$ cat src/pkg/idp_pkg.sv
`default_nettype none
package idp_pkg;
  // --------------------------------------------------------------
  // Port geometry and timing
  // --------------------------------------------------------------
  localparam int NPIN = 7;
  localparam int CLK_HZ = 100_000_000;
  localparam int PULSE_MIN_NS = 30_000;
  // Least time, so the count rounds up.
  localparam int PULSE_CYC = (PULSE_MIN_NS * (CLK_HZ / 1_000_000) + 999) / 1000;
  localparam int CNT_W = 12;
  localparam int PWM_W = 24;
  localparam int NIRQ = 6;
  // Pin indices by default role.
  localparam int PIN_CLR = 0;
  localparam int PIN_PROT = 1;
  localparam int PIN_OFF = 2;
  localparam int PIN_TRIG = 3;
  localparam int PIN_INH = 4;
  localparam int PIN_SON = 5;
  localparam int PIN_SOFF = 6;
  // --------------------------------------------------------------
  // Register map
  // --------------------------------------------------------------
  localparam logic [7:0] OFF_MODE = 8'h00;
  localparam logic [7:0] OFF_INV = 8'h04;
  localparam logic [7:0] OFF_OUTV = 8'h08;
  localparam logic [7:0] OFF_PER = 8'h0C;
  localparam logic [7:0] OFF_DUTY = 8'h10;
  localparam logic [7:0] OFF_PINST = 8'h14;
  localparam logic [7:0] OFF_STATE = 8'h18;
  localparam logic [7:0] OFF_IST = 8'h1C;
  localparam logic [7:0] OFF_ICLR = 8'h20;
  localparam logic [7:0] OFF_IEN = 8'h24;
  localparam logic [7:0] OFF_CTRL = 8'h28;
  localparam logic [13:0] MODE_RST = 14'h0000;
  localparam logic [6:0] INV_RST = 7'h00;
  localparam logic [6:0] OUTV_RST = 7'h00;
  localparam logic [23:0] PER_RST = 24'h0F_4240;
  localparam logic [23:0] DUTY_RST = 24'h01_86A0;
  // Interrupt status bit positions.
  localparam int IRQ_CLR_RX = 0;
  localparam int IRQ_TRIG = 1;
  localparam int IRQ_SON = 2;
  localparam int IRQ_SOFF = 3;
  localparam int IRQ_INH = 4;
  localparam int IRQ_CLR_TX = 5;
  // --------------------------------------------------------------
  // Types
  // --------------------------------------------------------------
  typedef enum logic [1:0] {
    MODE_DFLT = 2'h0,
    MODE_IN = 2'h1,
    MODE_OUT = 2'h2,
    MODE_PWM = 2'h3
  } idp_mode_t;
  typedef enum logic [1:0] {
    EM_IDLE = 2'b01,
    EM_LOW = 2'b10
  } idp_em_t;
endpackage
`default_nettype wire

$ cat src/pkg/idp_sig_if.sv
`default_nettype none
interface idp_sig_if #(parameter int N = 7, parameter int PW = 24);
  logic [N-1:0] pin_raw;
  logic [N-1:0] inv;
  logic [N-1:0] mask;
  logic [N-1:0] lvl;
  logic [N-1:0] pulse;
  logic [PW-1:0] period;
  logic [PW-1:0] duty;
  logic pwm_low;
  modport qual (input pin_raw, inv, mask, output lvl, pulse);
  modport pwm (input period, duty, output pwm_low);
  modport core (output pin_raw, inv, mask, period, duty, input lvl, pulse, pwm_low);
endinterface
`default_nettype wire

$ cat src/core/idp_in_qual.sv
`default_nettype none
module idp_in_qual #(parameter int N = 7, parameter int CW = 12) (
  input wire logic clk,
  input wire logic rst_n,
  idp_sig_if.qual sig
);
  logic [N-1:0] s1_q;
  logic [N-1:0] s2_q;
  logic [N-1:0] prev_q;
  logic [N-1:0] armed_q;
  logic [N-1:0] pulse_q;
  logic [CW-1:0] cnt_q [N];
  wire [N-1:0] norm = s2_q ^ sig.inv;
  assign sig.lvl = s2_q;
  assign sig.pulse = pulse_q;

  // --------------------------------------------------------------
  // Synchroniser, falling edge and low-width qualification
  // --------------------------------------------------------------
  // A glitch shorter than the least width never raises a pulse; the synchronised level output lvl still passes it.
  always_ff @(posedge clk) begin
    if (!rst_n) begin
      s1_q <= '1;
      s2_q <= '1;
      prev_q <= '1;
      armed_q <= '0;
      pulse_q <= '0;
      for (int i = 0; i < N; i++) cnt_q[i] <= '0;
    end else begin
      s1_q <= sig.pin_raw;
      s2_q <= s1_q;
      prev_q <= norm;
      for (int i = 0; i < N; i++) begin
        pulse_q[i] <= 1'b0;
        if (prev_q[i] && !norm[i] && !sig.mask[i]) begin
          armed_q[i] <= 1'b1;
          cnt_q[i] <= CW'(1);
        end else if (armed_q[i] && !norm[i] && !sig.mask[i]) begin
          if (cnt_q[i] == CW'(idp_pkg::PULSE_CYC - 1)) begin
            pulse_q[i] <= 1'b1;
            armed_q[i] <= 1'b0;
          end else begin
            cnt_q[i] <= cnt_q[i] + CW'(1);
          end
        end else begin
          armed_q[i] <= 1'b0;
        end
      end
    end
  end

  logic [CW-1:0] run_q;
  always_ff @(posedge clk) begin
    if (!rst_n) run_q <= '0;
    else run_q <= norm[0] ? '0 : run_q + CW'(1);
  end
endmodule
`default_nettype wire

$ cat src/core/idp_pwm.sv
`default_nettype none
module idp_pwm #(parameter int PW = 24) (
  input wire logic clk,
  input wire logic rst_n,
  idp_sig_if.pwm sig
);
  logic [PW-1:0] cnt_q;
  logic low_q;
  wire wrap = (cnt_q >= sig.period - PW'(1)) || (sig.period == '0);
  assign sig.pwm_low = low_q;

  // Duty is counted in clock cycles of low level within each period.
  always_ff @(posedge clk) begin
    if (!rst_n) begin
      cnt_q <= '0;
      low_q <= 1'b0;
    end else begin
      cnt_q <= wrap ? '0 : cnt_q + PW'(1);
      low_q <= (sig.period != '0) && (cnt_q < sig.duty);
    end
  end
endmodule
`default_nettype wire

$ cat src/core/idp_port.sv
// The implementer's own choices: the placing of the registers and the APB register port.
`default_nettype none
// What this block does
// - Seven pins, each default function, general input or general output.
// - Defaults: clear, protection level, off level, trigger, inhibit, sync on, sync off.
// - Every pulse, in or out, is a high-to-low transition.
// - A valid pulse stays low at least 30 us, both directions.
// - General output, normal polarity: True drives low, False drives high.
// - General input samples the pin level and makes it readable.
// - PWM output has programmable period and duty.
// - Normal polarity: duty is the low fraction of each period.
// - Inversion reverses the valid level of pulses and levels per pin; the general-input level read from PINST is the raw pin level.
// - Inhibit pin: high disables output by default, low when inverted.
// - Protection-clear pin is bidirectional: accepts and emits pulses.
// - Valid clear pulse during protection clears the protection state.
// - Output off-to-on without protection emits one clear-pin pulse.
// - Protection indicator: high when unprotected, low under protection.
// - Output-off indicator: high while output off, low while on.
// - Trigger-in pulse drives the external trigger when selected.
module idp_port #(
  parameter int NP = idp_pkg::NPIN,
  parameter int PW = idp_pkg::PWM_W
) (
  // Clock and reset
  input wire logic SYS_CLK_IN,
  input wire logic RESETN_IN,
  // APB slave
  input wire logic PSEL_IN,
  input wire logic PENABLE_IN,
  input wire logic PWRITE_IN,
  input wire logic [7:0] PADDR_IN,
  input wire logic [31:0] PWDATA_IN,
  output logic [31:0] PRDATA_OUT,
  output logic PREADY_OUT,
  output logic PSLVERR_OUT,
  // Instrument side
  input wire logic PROT_ACTIVE_IN,
  input wire logic OUTPUT_ON_IN,
  output logic PROT_CLEAR_OUT,
  output logic TRIG_OUT,
  output logic INHIBIT_OUT,
  output logic SYNC_ON_OUT,
  output logic SYNC_OFF_OUT,
  output logic IRQ_OUT,
  // Port pins
  input wire logic [NP-1:0] PIN_IN,
  output logic [NP-1:0] PIN_OUT,
  output logic [NP-1:0] PIN_OE_N_OUT
);
  // --------------------------------------------------------------
  // Helpers
  // --------------------------------------------------------------
  function automatic logic is_mode(input logic [13:0] m, input int i,
                                   input idp_pkg::idp_mode_t k);
    return m[2*i +: 2] == k;
  endfunction

  // --------------------------------------------------------------
  // State
  // --------------------------------------------------------------
  logic [13:0] mode_q;
  logic [NP-1:0] inv_q;
  logic [NP-1:0] outv_q;
  logic [PW-1:0] per_q;
  logic [PW-1:0] duty_q;
  logic [idp_pkg::NIRQ-1:0] ist_q;
  logic [idp_pkg::NIRQ-1:0] ist_d;
  logic [idp_pkg::NIRQ-1:0] ien_q;
  logic ctrl_q;
  logic pready_q;
  logic pslverr_q;
  logic [31:0] prdata_q;
  logic on_prev_q;
  logic inh_q;
  logic clr_q;
  logic trig_q;
  logic son_q;
  logic soff_q;
  logic irq_q;
  logic [NP-1:0] pin_o_q;
  logic [NP-1:0] pin_oe_n_q;
  idp_pkg::idp_em_t em_q;
  idp_pkg::idp_em_t em_d;
  logic [idp_pkg::CNT_W-1:0] em_cnt_q;

  idp_sig_if #(.N(NP), .PW(PW)) sig ();

  // --------------------------------------------------------------
  // Input qualification and PWM source
  // --------------------------------------------------------------
  idp_in_qual #(.N(NP), .CW(idp_pkg::CNT_W)) u_qual (
    .clk(SYS_CLK_IN),
    .rst_n(RESETN_IN),
    .sig(sig.qual)
  );
  // One PWM source is shared; every pin in PWM mode shows the same wave, or its complement where its inversion bit is set.
  idp_pwm #(.PW(PW)) u_pwm (
    .clk(SYS_CLK_IN),
    .rst_n(RESETN_IN),
    .sig(sig.pwm)
  );
  wire emitting = (em_q == idp_pkg::EM_LOW);
  assign sig.pin_raw = PIN_IN;
  assign sig.inv = inv_q;
  // The clear pin ignores its own outgoing pulse.
  assign sig.mask = {{(NP-1){1'b0}}, emitting};
  assign sig.period = per_q;
  assign sig.duty = duty_q;

  // --------------------------------------------------------------
  // Default functions
  // --------------------------------------------------------------
  wire dflt_clr = is_mode(mode_q, idp_pkg::PIN_CLR, idp_pkg::MODE_DFLT);
  wire dflt_prot = is_mode(mode_q, idp_pkg::PIN_PROT, idp_pkg::MODE_DFLT);
  wire dflt_off = is_mode(mode_q, idp_pkg::PIN_OFF, idp_pkg::MODE_DFLT);
  wire dflt_trig = is_mode(mode_q, idp_pkg::PIN_TRIG, idp_pkg::MODE_DFLT);
  wire dflt_inh = is_mode(mode_q, idp_pkg::PIN_INH, idp_pkg::MODE_DFLT);
  wire dflt_son = is_mode(mode_q, idp_pkg::PIN_SON, idp_pkg::MODE_DFLT);
  wire dflt_soff = is_mode(mode_q, idp_pkg::PIN_SOFF, idp_pkg::MODE_DFLT);
  wire clr_rx = dflt_clr && sig.pulse[idp_pkg::PIN_CLR];
  wire clr_go = clr_rx && PROT_ACTIVE_IN;
  wire trig_go = dflt_trig && ctrl_q && sig.pulse[idp_pkg::PIN_TRIG];
  wire son_go = dflt_son && sig.pulse[idp_pkg::PIN_SON];
  wire soff_go = dflt_soff && sig.pulse[idp_pkg::PIN_SOFF];
  // Inhibit is a level: pin level XOR inversion, valid high by default.
  wire inh_lvl = dflt_inh && (sig.lvl[idp_pkg::PIN_INH] ^ inv_q[idp_pkg::PIN_INH]);
  wire em_start = dflt_clr && OUTPUT_ON_IN && !on_prev_q && !PROT_ACTIVE_IN;

  // Pins that actively drive in their default role, and their normal level.
  wire [NP-1:0] dflt_drv = {4'h0, 1'b1, 1'b1, emitting};
  wire [NP-1:0] dflt_lvl = {4'hF, !OUTPUT_ON_IN, !PROT_ACTIVE_IN, 1'b0};

  // --------------------------------------------------------------
  // Pin drivers
  // --------------------------------------------------------------
  logic [NP-1:0] drv;
  logic [NP-1:0] nxt_o;
  for (genvar g = 0; g < NP; g++) begin : g_pin
    wire m_out = is_mode(mode_q, g, idp_pkg::MODE_OUT);
    wire m_pwm = is_mode(mode_q, g, idp_pkg::MODE_PWM);
    wire m_dflt = is_mode(mode_q, g, idp_pkg::MODE_DFLT);
    assign drv[g] = m_out || m_pwm || (m_dflt && dflt_drv[g]);
    assign nxt_o[g] = inv_q[g] ^ (m_pwm ? !sig.pwm_low :
                                  m_out ? !outv_q[g] : dflt_lvl[g]);
  end

  always_ff @(posedge SYS_CLK_IN) begin
    if (!RESETN_IN) begin
      pin_o_q <= '1;
      pin_oe_n_q <= '1;
    end else begin
      pin_o_q <= nxt_o;
      pin_oe_n_q <= ~drv;
    end
  end

  // --------------------------------------------------------------
  // Clear-pin pulse emitter
  // --------------------------------------------------------------
  always_comb begin
    em_d = em_q;
    case (em_q)
      idp_pkg::EM_IDLE: if (em_start) em_d = idp_pkg::EM_LOW;
      idp_pkg::EM_LOW: begin
        if (em_cnt_q == idp_pkg::CNT_W'(idp_pkg::PULSE_CYC - 1)) em_d = idp_pkg::EM_IDLE;
      end
      default: em_d = idp_pkg::EM_IDLE;
    endcase
  end

  // The emitter always runs its full width, even if the mode changes midway; the clear pin drives it only while in default mode.
  always_ff @(posedge SYS_CLK_IN) begin
    if (!RESETN_IN) begin
      em_q <= idp_pkg::EM_IDLE;
      em_cnt_q <= '0;
      on_prev_q <= 1'b0;
    end else begin
      em_q <= em_d;
      em_cnt_q <= emitting ? em_cnt_q + idp_pkg::CNT_W'(1) : '0;
      on_prev_q <= OUTPUT_ON_IN;
    end
  end

  // --------------------------------------------------------------
  // Instrument strobes and interrupts
  // --------------------------------------------------------------
  wire [idp_pkg::NIRQ-1:0] ev = {em_start, inh_lvl && !inh_q, soff_go, son_go, trig_go, clr_rx};
  wire apb_acc = PSEL_IN && PENABLE_IN && pready_q;
  wire apb_wr = apb_acc && PWRITE_IN;
  wire [idp_pkg::NIRQ-1:0] iclr = (apb_wr && PADDR_IN == idp_pkg::OFF_ICLR) ?
                                  PWDATA_IN[idp_pkg::NIRQ-1:0] : '0;
  // A new event in the clearing cycle stays set.
  assign ist_d = (ist_q & ~iclr) | ev;

  always_ff @(posedge SYS_CLK_IN) begin
    if (!RESETN_IN) begin
      clr_q <= 1'b0;
      trig_q <= 1'b0;
      son_q <= 1'b0;
      soff_q <= 1'b0;
      inh_q <= 1'b0;
      ist_q <= '0;
      irq_q <= 1'b0;
    end else begin
      clr_q <= clr_go;
      trig_q <= trig_go;
      son_q <= son_go;
      soff_q <= soff_go;
      inh_q <= inh_lvl;
      ist_q <= ist_d;
      irq_q <= |(ist_q & ien_q);
    end
  end

  // --------------------------------------------------------------
  // APB register file
  // --------------------------------------------------------------
  // Every access takes one wait state, which keeps the read mux registered.
  wire hit = (PADDR_IN[1:0] == 2'b00) && (PADDR_IN <= idp_pkg::OFF_CTRL);
  logic [31:0] rd_val;
  always_comb begin
    rd_val = '0;
    case (PADDR_IN)
      idp_pkg::OFF_MODE: rd_val = 32'(mode_q);
      idp_pkg::OFF_INV: rd_val = 32'(inv_q);
      idp_pkg::OFF_OUTV: rd_val = 32'(outv_q);
      idp_pkg::OFF_PER: rd_val = 32'(per_q);
      idp_pkg::OFF_DUTY: rd_val = 32'(duty_q);
      idp_pkg::OFF_PINST: rd_val = 32'(sig.lvl);
      idp_pkg::OFF_STATE: rd_val = 32'({emitting, inh_q, OUTPUT_ON_IN, PROT_ACTIVE_IN});
      idp_pkg::OFF_IST: rd_val = 32'(ist_q);
      idp_pkg::OFF_IEN: rd_val = 32'(ien_q);
      idp_pkg::OFF_CTRL: rd_val = 32'(ctrl_q);
      default: rd_val = '0;
    endcase
  end

  always_ff @(posedge SYS_CLK_IN) begin
    if (!RESETN_IN) begin
      pready_q <= 1'b0;
      pslverr_q <= 1'b0;
      prdata_q <= '0;
    end else begin
      pready_q <= PSEL_IN && PENABLE_IN && !pready_q;
      pslverr_q <= PSEL_IN && PENABLE_IN && !pready_q && !hit;
      prdata_q <= (PSEL_IN && !PWRITE_IN && hit) ? rd_val : '0;
    end
  end

  always_ff @(posedge SYS_CLK_IN) begin
    if (!RESETN_IN) begin
      mode_q <= idp_pkg::MODE_RST;
      inv_q <= idp_pkg::INV_RST;
      outv_q <= idp_pkg::OUTV_RST;
      per_q <= idp_pkg::PER_RST;
      duty_q <= idp_pkg::DUTY_RST;
      ien_q <= '0;
      ctrl_q <= 1'b0;
    end else if (apb_wr) begin
      case (PADDR_IN)
        idp_pkg::OFF_MODE: mode_q <= PWDATA_IN[13:0];
        idp_pkg::OFF_INV: inv_q <= PWDATA_IN[NP-1:0];
        idp_pkg::OFF_OUTV: outv_q <= PWDATA_IN[NP-1:0];
        idp_pkg::OFF_PER: per_q <= PWDATA_IN[PW-1:0];
        idp_pkg::OFF_DUTY: duty_q <= PWDATA_IN[PW-1:0];
        idp_pkg::OFF_IEN: ien_q <= PWDATA_IN[idp_pkg::NIRQ-1:0];
        idp_pkg::OFF_CTRL: ctrl_q <= PWDATA_IN[0];
        default: ctrl_q <= ctrl_q;
      endcase
    end
  end

  assign PRDATA_OUT = prdata_q;
  assign PREADY_OUT = pready_q;
  assign PSLVERR_OUT = pslverr_q;
  assign PROT_CLEAR_OUT = clr_q;
  assign TRIG_OUT = trig_q;
  assign INHIBIT_OUT = inh_q;
  assign SYNC_ON_OUT = son_q;
  assign SYNC_OFF_OUT = soff_q;
  assign IRQ_OUT = irq_q;
  assign PIN_OUT = pin_o_q;
  assign PIN_OE_N_OUT = pin_oe_n_q;

  // --------------------------------------------------------------
  // Checks
  // --------------------------------------------------------------
  logic [idp_pkg::CNT_W-1:0] em_run_q;
  always_ff @(posedge SYS_CLK_IN) begin
    if (!RESETN_IN) em_run_q <= '0;
    else em_run_q <= emitting ? em_run_q + idp_pkg::CNT_W'(1) : '0;
  end
endmodule
`default_nettype wire

$ cat config.mk
export PLATFORM = sky130hd
export DESIGN_NAME = idp_port
export DESIGN_NICKNAME = d
export VERILOG_FILES = /design/src/pkg/idp_pkg.sv /design/src/pkg/idp_sig_if.sv /design/src/core/idp_in_qual.sv /design/src/core/idp_pwm.sv /design/src/core/idp_port.sv
export SDC_FILE = /design/constraint.sdc
export NUM_CORES = 1
export LEC_CHECK = 0
export ABC_CLOCK_PERIOD_IN_PS = 5110
export BUFFER_PORTS_ARGS = -buffer_cell sky130_fd_sc_hd__buf_2
export CAP_MARGIN = 5
export CORE_MARGIN = 2
export CORE_UTILIZATION = 43
export DETAILED_ROUTE_END_ITERATION = 12
export HOLD_SLACK_MARGIN = 0.02
export PLACE_DENSITY = 0.62
export SLEW_MARGIN = 20
export SYNTH_ARGS = -nofsm -noshare
export SYNTH_HDL_FRONTEND = slang
export SYNTH_HIERARCHICAL = 1
export SYNTH_SLANG_ARGS = --single-unit
$ cat constraint.sdc
create_clock -name SYS_CLK_IN -period 5.11 [get_ports SYS_CLK_IN]
set_input_delay 1.022 -clock SYS_CLK_IN [delete_from_list [all_inputs] [get_ports SYS_CLK_IN]]
set_output_delay 1.022 -clock SYS_CLK_IN [all_outputs]
set_load 0.02 [all_outputs]
# Yosys cells after proc, flatten, opt, wreduce, memory -nomap -nowiden
# Memory sizes are Yosys's and may differ from the RTL's.
# Index checks and enable logic that the tools add are counted.
# totals
mem_count,1
mem_bits_rw,84
register_bits,215
wordCells,342
# classes
n_eq_ne,43
addsub,10
n_reduce_logical,99
muxes,115
order_cmp,3
n_bitwise,33
# memory_table
name,words,word_bits,read_ports,rd_clocked_by_memory_dff,wr,line_no,source
u_qual.cnt_q,7,12,7,0,7,idp_in_qual.sv:12,logic [CW-1:0] cnt_q [N];
# op_table
operator,count
24-bit one-hot mux with 10 select lines,1
12-bit two-way mux,14
"12-bit by 1-bit adder with 12-bit output, second input constant",8
"12-bit == test, second input constant",8
1-bit two-way mux,96
1-bit logical AND,38
"8-bit by 5-bit == test with 1-bit output, second input constant",4
"2-bit == test, second input constant",15
"24-bit by 1-bit adder with 24-bit output, second input constant",1
"8-bit by 6-bit == test with 1-bit output, second input constant",3
24-bit >= comparator,1
24-bit logical NOT,1
24-bit less-than comparator,1
24-bit nonzero test,1
"24-bit by 1-bit subtractor with 24-bit output, second input constant",1
1-bit logical NOT,23
"3-bit by 2-bit != test with 1-bit output, second input constant",7
2-bit AND reduction,10
"8-bit by 4-bit == test with 1-bit output, second input constant",2
2-bit logical NOT,8
1-bit bitwise OR,14
6-bit bitwise AND,2
3-bit OR reduction,4
1-bit logical OR,11
other kinds (17),29

# Logic depth before layout (Yosys ltp)
# Gate-level depths: netlist of run 1.
# logic_depth
word_depth,9
mapped_depth,15
mapped_depth_nobuf,13

# Cells and area by module
# Netlist of run 1, hierarchy kept.
# by_module_without_submodules
module,area_per_inst_um2,seq_area_each_um2,n_inst,cells_per_inst
idp_port,6112.1,3002.9,1,694
idp_in_qual,5595.4,3223.1,1,521
idp_pwm,2549.9,500.5,1,323

# Worst setup path after synthesis of run 1
# Ideal clock, no wire load.
# synth_path
path_type,register to register
startpoint,reg per_q[2]
endpoint,reg u_pwm.cnt_q[10]
stages_incl_launch_ff,14
setup_time_ns,0.132
path_slack_ns,1.318
synth_period_minus_slack_ns,3.792
arrival_time_ns,3.660
path_cell_list,dfxtp_1 -> or3_1 -> buf_2 -> or4_4 -> or4_4 -> or4_4 -> xor2_1 -> ha_1 -> nand3_1 -> nor2_1 -> nand2_1 -> o22ai_1 -> clkbuf_1 -> nor3_1
# synth_between
elab_chain_cells,4
# synth_lines
element,line_no,source
"start, declared",idp_port.sv:64,logic [PW-1:0] per_q;
"start signal, assigned",idp_port.sv:255,per_q <= idp_pkg::PER_RST;
"start signal, assigned",idp_port.sv:264,idp_pkg::OFF_PER: per_q <= PWDATA_IN[PW-1:0];
24-bit by 1-bit subtractor with 24-bit output,idp_pwm.sv:9,wire wrap = (cnt_q >= sig.period - PW'(1)) || (sig.period == '0);
24-bit >= comparator,idp_pwm.sv:9,
1-bit logical OR *,idp_pwm.sv:9,
2-bit OR reduction (no line) *,n/a,
"end signal, assigned",idp_pwm.sv:18,cnt_q <= wrap ? '0 : cnt_q + PW'(1);
"end, declared",idp_pwm.sv:7,logic [PW-1:0] cnt_q;
# Mark *: on every way between the ends. The rest lies on a longest branch, timed or not.
# A chain may end at the register's enable or synchronous reset.

# Worst setup path in the final report of run 1
# layout_path
startpoint,reg per_q[2]
endpoint,reg u_pwm.cnt_q[1]
# Same word-level chain as after synthesis.

==> run_results.csv, run 1 <==
group,metric,value,unit
outcome,status,"complete, no violations",
timing,hold-worst-slack,0.414,ns
timing,slew_viol_final,0,
drt,drc_errors,0,
placed_design,portBuffers,91,
finish,antenna_cells,0,
power_and_ir_drop,p_sw,943,uW
hold_path,hp-class,"reg -> reg",
floorplan,core_area,0.0277,sq mm
floorplan,start_util,0.435,
power_and_ir_drop,p_comb_frac,0.039,
finish,drive_above_1_share,0.122,
drt,drt-pass1-iter-count,5,
yosys,syn-instance-count,1331,
clock_network,holdBufCountCts,0,
worst_setup_path,crit_cells,12,
global_route,antenna_found_initial,0,
drt,wire_per_inst,17.6,microns
global_route,grt_usage,0.215,
floorplan,die_area,0.0294,sq mm
power_and_ir_drop,switching_share,0.217,
timing,fin_skew,0.00941,ns
power_and_ir_drop,ir_worst_vdd,0.000326,V
finish,nets,1510,
finish,fin_area,0.0137,sq mm
worst_setup_path,start_kind,"flip-flop",
worst_setup_path,crit_chain,"or3_1, or4_4, or4_4, or3_2, xor2_1, ha_1, a211oi_1, o21bai_1, a21oi_1, o211ai_1, buf_4, nor3b_1",
finish,layout_commonest_cell,"dfxtp_1",
worst_setup_path,crit_path_top_delay_cell,"or4_4",
power_and_ir_drop,powerDensity,317,mW/mm^2
timing,setup_viol,0,
clock_network,cts.sinks,249,
clock_network,cts_resized,0,
global_route,grt_pass1_vias,9031,
placed_design,placed_area,0.0127,sq mm
timing,rsz0062_at_grt,"no",
global_route,overflow,0,
yosys,syn_avg_cell_area,9.05,sq um
placed_design,gp_congestion,0.872,
timing,tightest_slew,1.07,ns
power_and_ir_drop,p_int,3.40,mW
worst_setup_path,reg2reg_depth,12,
floorplan,std_cell_rows,61,
floorplan,io_pins,108,
worst_setup_path,cp.required,5.57,ns
timing,fin_crit_sh,0.764,
drt,ant_nets,0,
clock_network,root_buffer,"clkbuf_16",
worst_setup_path,path_buf_inv,1,
yosys,syn_area,0.0120,sq mm
timing,max_slew_margin,0.285,
power_and_ir_drop,seqPwrFrac,0.475,
floorplan,fp.dieW,171,microns
worst_setup_path,critPathCaptureType,"flip-flop",
worst_setup_path,worstPathMaxFanout,24,
finish,n_fill_cell,2632,
clock_network,cts_buffer_depth,3,
clock_network,cts_tree,"built",
global_route,grt_max_degree,44,
power_and_ir_drop,clockPowerShare,0.485,
timing,clock.fmax,0.256,GHz
finish,final_cell_mix,"dfxtp_1, nand2_1, nor2_1",
run,cap_violations,0,
floorplan,fp.dieH,171,microns
hold_path,min_path_cells,1,
timing,hold_viol,0,
clock_network,cts.clk_slew.worst_paths,0.06,ns
finish,syn2layout_area_growth,13.7,%
yosys,yosys_warnings,6,
global_route,grt_pass1_wl,49.8,mm
clock_network,htreeDepth,1,
worst_setup_path,path_common_cell,"or4_4",
clock_network,worstSkewPairLatency,0.54,ns
placed_design,post-dp-hpwl,22.6,mm
worst_setup_path,cp.arrival,4.36,ns
drt,wl,31.7,mm
worst_setup_path,slowest_delay,0.53,ns
drt,vias,9712,
clock_network,post-cts-setup-buffers,0,
power_and_ir_drop,power_leakage,5.14,nW
worst_setup_path,path_delay_family,"simple AND/OR/NAND/NOR gates",
drt,drtIter0Drc,909,
clock_network,cts_inserted_buffers,26,
drt,via_per_inst,5.40,
timing,post-route-min-period,3.90,ns
worst_setup_path,path_class,"reg -> reg",
timing,fin_tns_setup,0,ns
power_and_ir_drop,power,4.34,mW
==> power by group through the flow <==
stage          Combinational (mW)  Clock [mW]  Sequential (mW)
6_report                    0.171        2.11             2.06
5_1_grt                     0.187        2.22             2.07
4_1_cts                     0.169        2.14             2.06
3_5_place_dp                0.168           0             2.11
3_3_place_gp                0.167           0             2.10
2_1_floorplan               0.105           0             2.10
==> cell type report <==
type	instances	area, sq um	area share
Timing Repair Buffer	100	523	0.0382
Sequential cell	249	5470	0.399
Tap cell	378	473	0.0345
Inverter	44	165	0.0121
Multi-Input combinational cell	981	6100	0.445
Clock inverter	13	201	0.0147
Clock buffer	35	767	0.0560
==> routing by layer <==
layer	vias to the layer above	track usage	share of wire
met4	0	0.0671	0.030
met2	293	0.336	0.44
met5	-	0	0
met3	57	0.0290	0.061
li1	4782	-	-
met1	4580	0.307	0.47
==> flip-flops by register name, summed over array words and instances, names as in the netlist, 12 cells and up <==
signal	cells
PRDATA_OUT	24
u_qual/cnt_q	48
per_q	24
u_pwm/cnt_q	24
duty_q	24
mode_q	14
em_cnt_q	12
==> per-stage QoR <==
stage	setup slack, ns	util	cells
6_report	1.21	0.494	1800
4_1_cts	1.18	0.494	1800
2_1_floorplan	1.32	-	1344
3_5_place_dp	1.20	0.459	1752
3_3_place_gp	1.26	0.459	1752
5_1_grt	0.971	0.494	1800
==> final timing paths <==
kind                        from                 to  slack [ns]
setup / recovery        per_q[2]     u_pwm/cnt_q[1]        1.21
hold / removal    u_qual/s1_q[3]  u_qual/sig.lvl[3]        0.41
setup reg to reg        per_q[2]     u_pwm/cnt_q[1]        1.21
hold reg to reg   u_qual/s1_q[3]  u_qual/sig.lvl[3]        0.41
==> worst reg2reg max path: stages, from the launching register on <==
cell      delay, ns
dfxtp_1        0.37
or3_1          0.49
or4_4          0.50
or4_4          0.53
or3_2          0.43
xor2_1         0.17
ha_1           0.31
a211oi_1       0.24
o21bai_1       0.11
a21oi_1        0.15
o211ai_1       0.09
buf_4          0.22
nor3b_1        0.21
(Power assumes the default switching activity.)
==> inputs of run 2 (changes only) <==
ABC_AREA = 1   (was unset)
ABC_CLOCK_PERIOD_IN_PS = 3300   (was 5110)
PLACE_DENSITY = 0.64   (was 0.62)
clock period = 3.3 ns   (was 5.11 ns; I/O delays follow)
==> run 2 against run 1 <==
  * Count of clock-buffer cells in the layout grew 10
  * Critical path depth grew 3
  * Worst hold slack lost 0.12 ns
  * Synthesized area grew 5.8%
  * Worst setup slack lost 0.66 ns
  * Via count grew 15%
  * Register-to-register slack lost 0.66 ns
  * Wire length grew 4.1%
  * Core utilization is essentially flat
  * Sequential share of layout area shrank 2.3 points
  * Power grew 55%
  * Synthesized cell count grew 26%
  * Critical endpoint is now u_pwm/cnt_q[4]
==> run_results.csv, run 2 <==
group,metric,value,unit
global_route,grt_max_degree,33,
worst_setup_path,r2r_slack,0.54,ns
worst_setup_path,cp.arrival,3.23,ns
yosys,yosys_warnings,6,
placed_design,post-dp-hpwl,24.4,mm
power_and_ir_drop,powerDensity,464,mW/mm^2
timing,slew_viol_final,0,
floorplan,core_area,0.0294,sq mm
finish,drive_above_1_share,0.125,
placed_design,placed_area,0.0135,sq mm
floorplan,fp.dieW,176,microns
timing,fin_crit_sh,0.835,
worst_setup_path,reg2reg_depth,15,
worst_setup_path,worstPathMaxFanout,24,
yosys,syn_area,0.0127,sq mm
global_route,antenna_found_initial,0,
finish,layout_commonest_cell,"nand2_1",
power_and_ir_drop,ir_worst_vdd,0.000318,V
outcome,status,"complete, no violations",
drt,via_per_inst,5.11,
hold_path,hold_path_end,"u_qual/s1_q[4]",
drt,met1_length,15.0,mm
worst_setup_path,critPathCaptureType,"flip-flop",
clock_network,cts_resized,0,
finish,antenna_cells,0,
clock_network,worstSkewPairLatency,0.55,ns
hold_path,min_from,"PIN_IN[4]",
drt,wl_met3,2.03,mm
drt,ant_nets,0,
clock_network,holdBufCountCts,0,
global_route,overflow,0,
floorplan,fp.dieH,176,microns
worst_setup_path,r2r_start,"per_q[3]",
drt,vias,11200,
drt,wl_met2,14.9,mm
global_route,grt_pass1_wl,53.1,mm
clock_network,root_buffer,"clkbuf_16",
hold_path,min_path_cells,2,
drt,top_layer,"met4",
yosys,syn_avg_cell_area,7.57,sq um
timing,hold_viol,0,
worst_setup_path,path_class,"reg -> reg",
clock_network,cts_inserted_buffers,28,
timing,tightest_slew,0.701,ns
clock_network,post-cts-setup-buffers,0,
yosys,syn-instance-count,1682,
finish,top_register,"u_qual/cnt_q",
timing,max_slew_margin,0.528,
floorplan,std_cell_rows,63,
worst_setup_path,start_kind,"flip-flop",
clock_network,cts_buffer_depth,3,
floorplan,die_area,0.0310,sq mm
hold_path,hp-class,"in -> reg",
finish,fin_area,0.0145,sq mm
timing,setup_viol,0,
drt,drt-pass1-iter-count,5,
timing,rsz0062_at_grt,"no",
floorplan,start_util,0.433,
worst_setup_path,worstReg2RegEnd,"u_pwm/cnt_q[4]",
timing,fin_tns_setup,0,ns
finish,nets,1885,
worst_setup_path,cp.required,3.78,ns
placed_design,gp_congestion,0.924,
timing,post-route-min-period,2.76,ns
run,cap_violations,0,
placed_design,portBuffers,91,
clock_network,htreeDepth,1,
power_and_ir_drop,power_leakage,6.31,nW
finish,largest_reg_flops,48,
clock_network,cts_tree,"built",
drt,wire_per_inst,15.1,microns
finish,final_cell_mix,"nand2_1, nor2_1, inv_1",
drt,wl,33.0,mm
timing,fin_skew,0.0129,ns
global_route,grt_pass1_vias,10500,
finish,syn2layout_area_growth,14.1,%
timing,clock.fmax,0.363,GHz
clock_network,cts.clk_slew.worst_paths,0.06,ns
drt,drtIter0Drc,802,
floorplan,io_pins,108,
global_route,grt_usage,0.212,
drt,drc_errors,0,
clock_network,cts.sinks,249,
-- run 2: worst max path at each step --
| stage | startpoint | end | slack (ns) | cells past startpoint |
|---|---|---|---|---|
| final | per_q[3] | u_pwm/cnt_q[4] | 0.54 | 15 |
| after global routing | per_q[0] | u_pwm/cnt_q[5] | 0.25 | 14 |
| after CTS | per_q[0] | u_pwm/cnt_q[4] | 0.53 | 12 |
| after detailed placement | per_q[3] | u_pwm/cnt_q[6] | 0.56 | 15 |
| after global placement | RESETN_IN | u_qual/cnt_q[3][8] | 0.66 | 5 |
| after floorplan | per_q[3] | u_pwm/cnt_q[10] | 0.97 | 16 |
-- run 2: critical path: stages, from the launching register on --
cell      delay, ns
dfxtp_1        0.35
nor2_1         0.13
nand4_1        0.23
nor3_2         0.26
nand3_1        0.15
xnor2_1        0.19
inv_1          0.06
ha_1           0.31
nand2_1        0.07
nand2_1        0.04
nor2_1         0.10
nand3_1        0.08
o21bai_1       0.16
nor2_1         0.17
nand2_4        0.21
nor2_1         0.14
-- run 2: layer usage --
| metal | track usage | up-vias |
|---|---|---|
| met1 | 0.286 | 5121 |
| met2 | 0.350 | 340 |
| met4 | 0.0654 | 0 |
| li1 | - | 5651 |
| met5 | 0 | - |
| met3 | 0.0314 | 71 |
-- run 2: area by class of cell --
cell class	count	area [sq um]
clock inverters	7	96.3
repair buffers	106	583
well taps	390	488
flip-flops and latches	249	5470
clock buffers	45	898
multi-input cells	1184	6220
fillers	2862	14900
inverters	208	781
-- run 2: through the flow --
stage	hold slack, ns	utilization	power, mW	setup slack (ns)	cells
3_3_place_gp	0.396	0.461	3.53	0.659	2137
6_report	0.295	0.494	6.75	0.544	2189
5_1_grt	0.278	0.494	6.99	0.249	2189
4_1_cts	0.275	0.494	6.83	0.526	2189
3_5_place_dp	0.401	0.461	3.54	0.561	2137
2_1_floorplan	0.377	-	3.44	0.968	1694
-- run 2: report_power, final --
part           internal (mW)  switching [mW]
combinational         0.0870           0.196
sequential              3.15          0.0406
clock                   2.02            1.25
total                   5.25            1.49
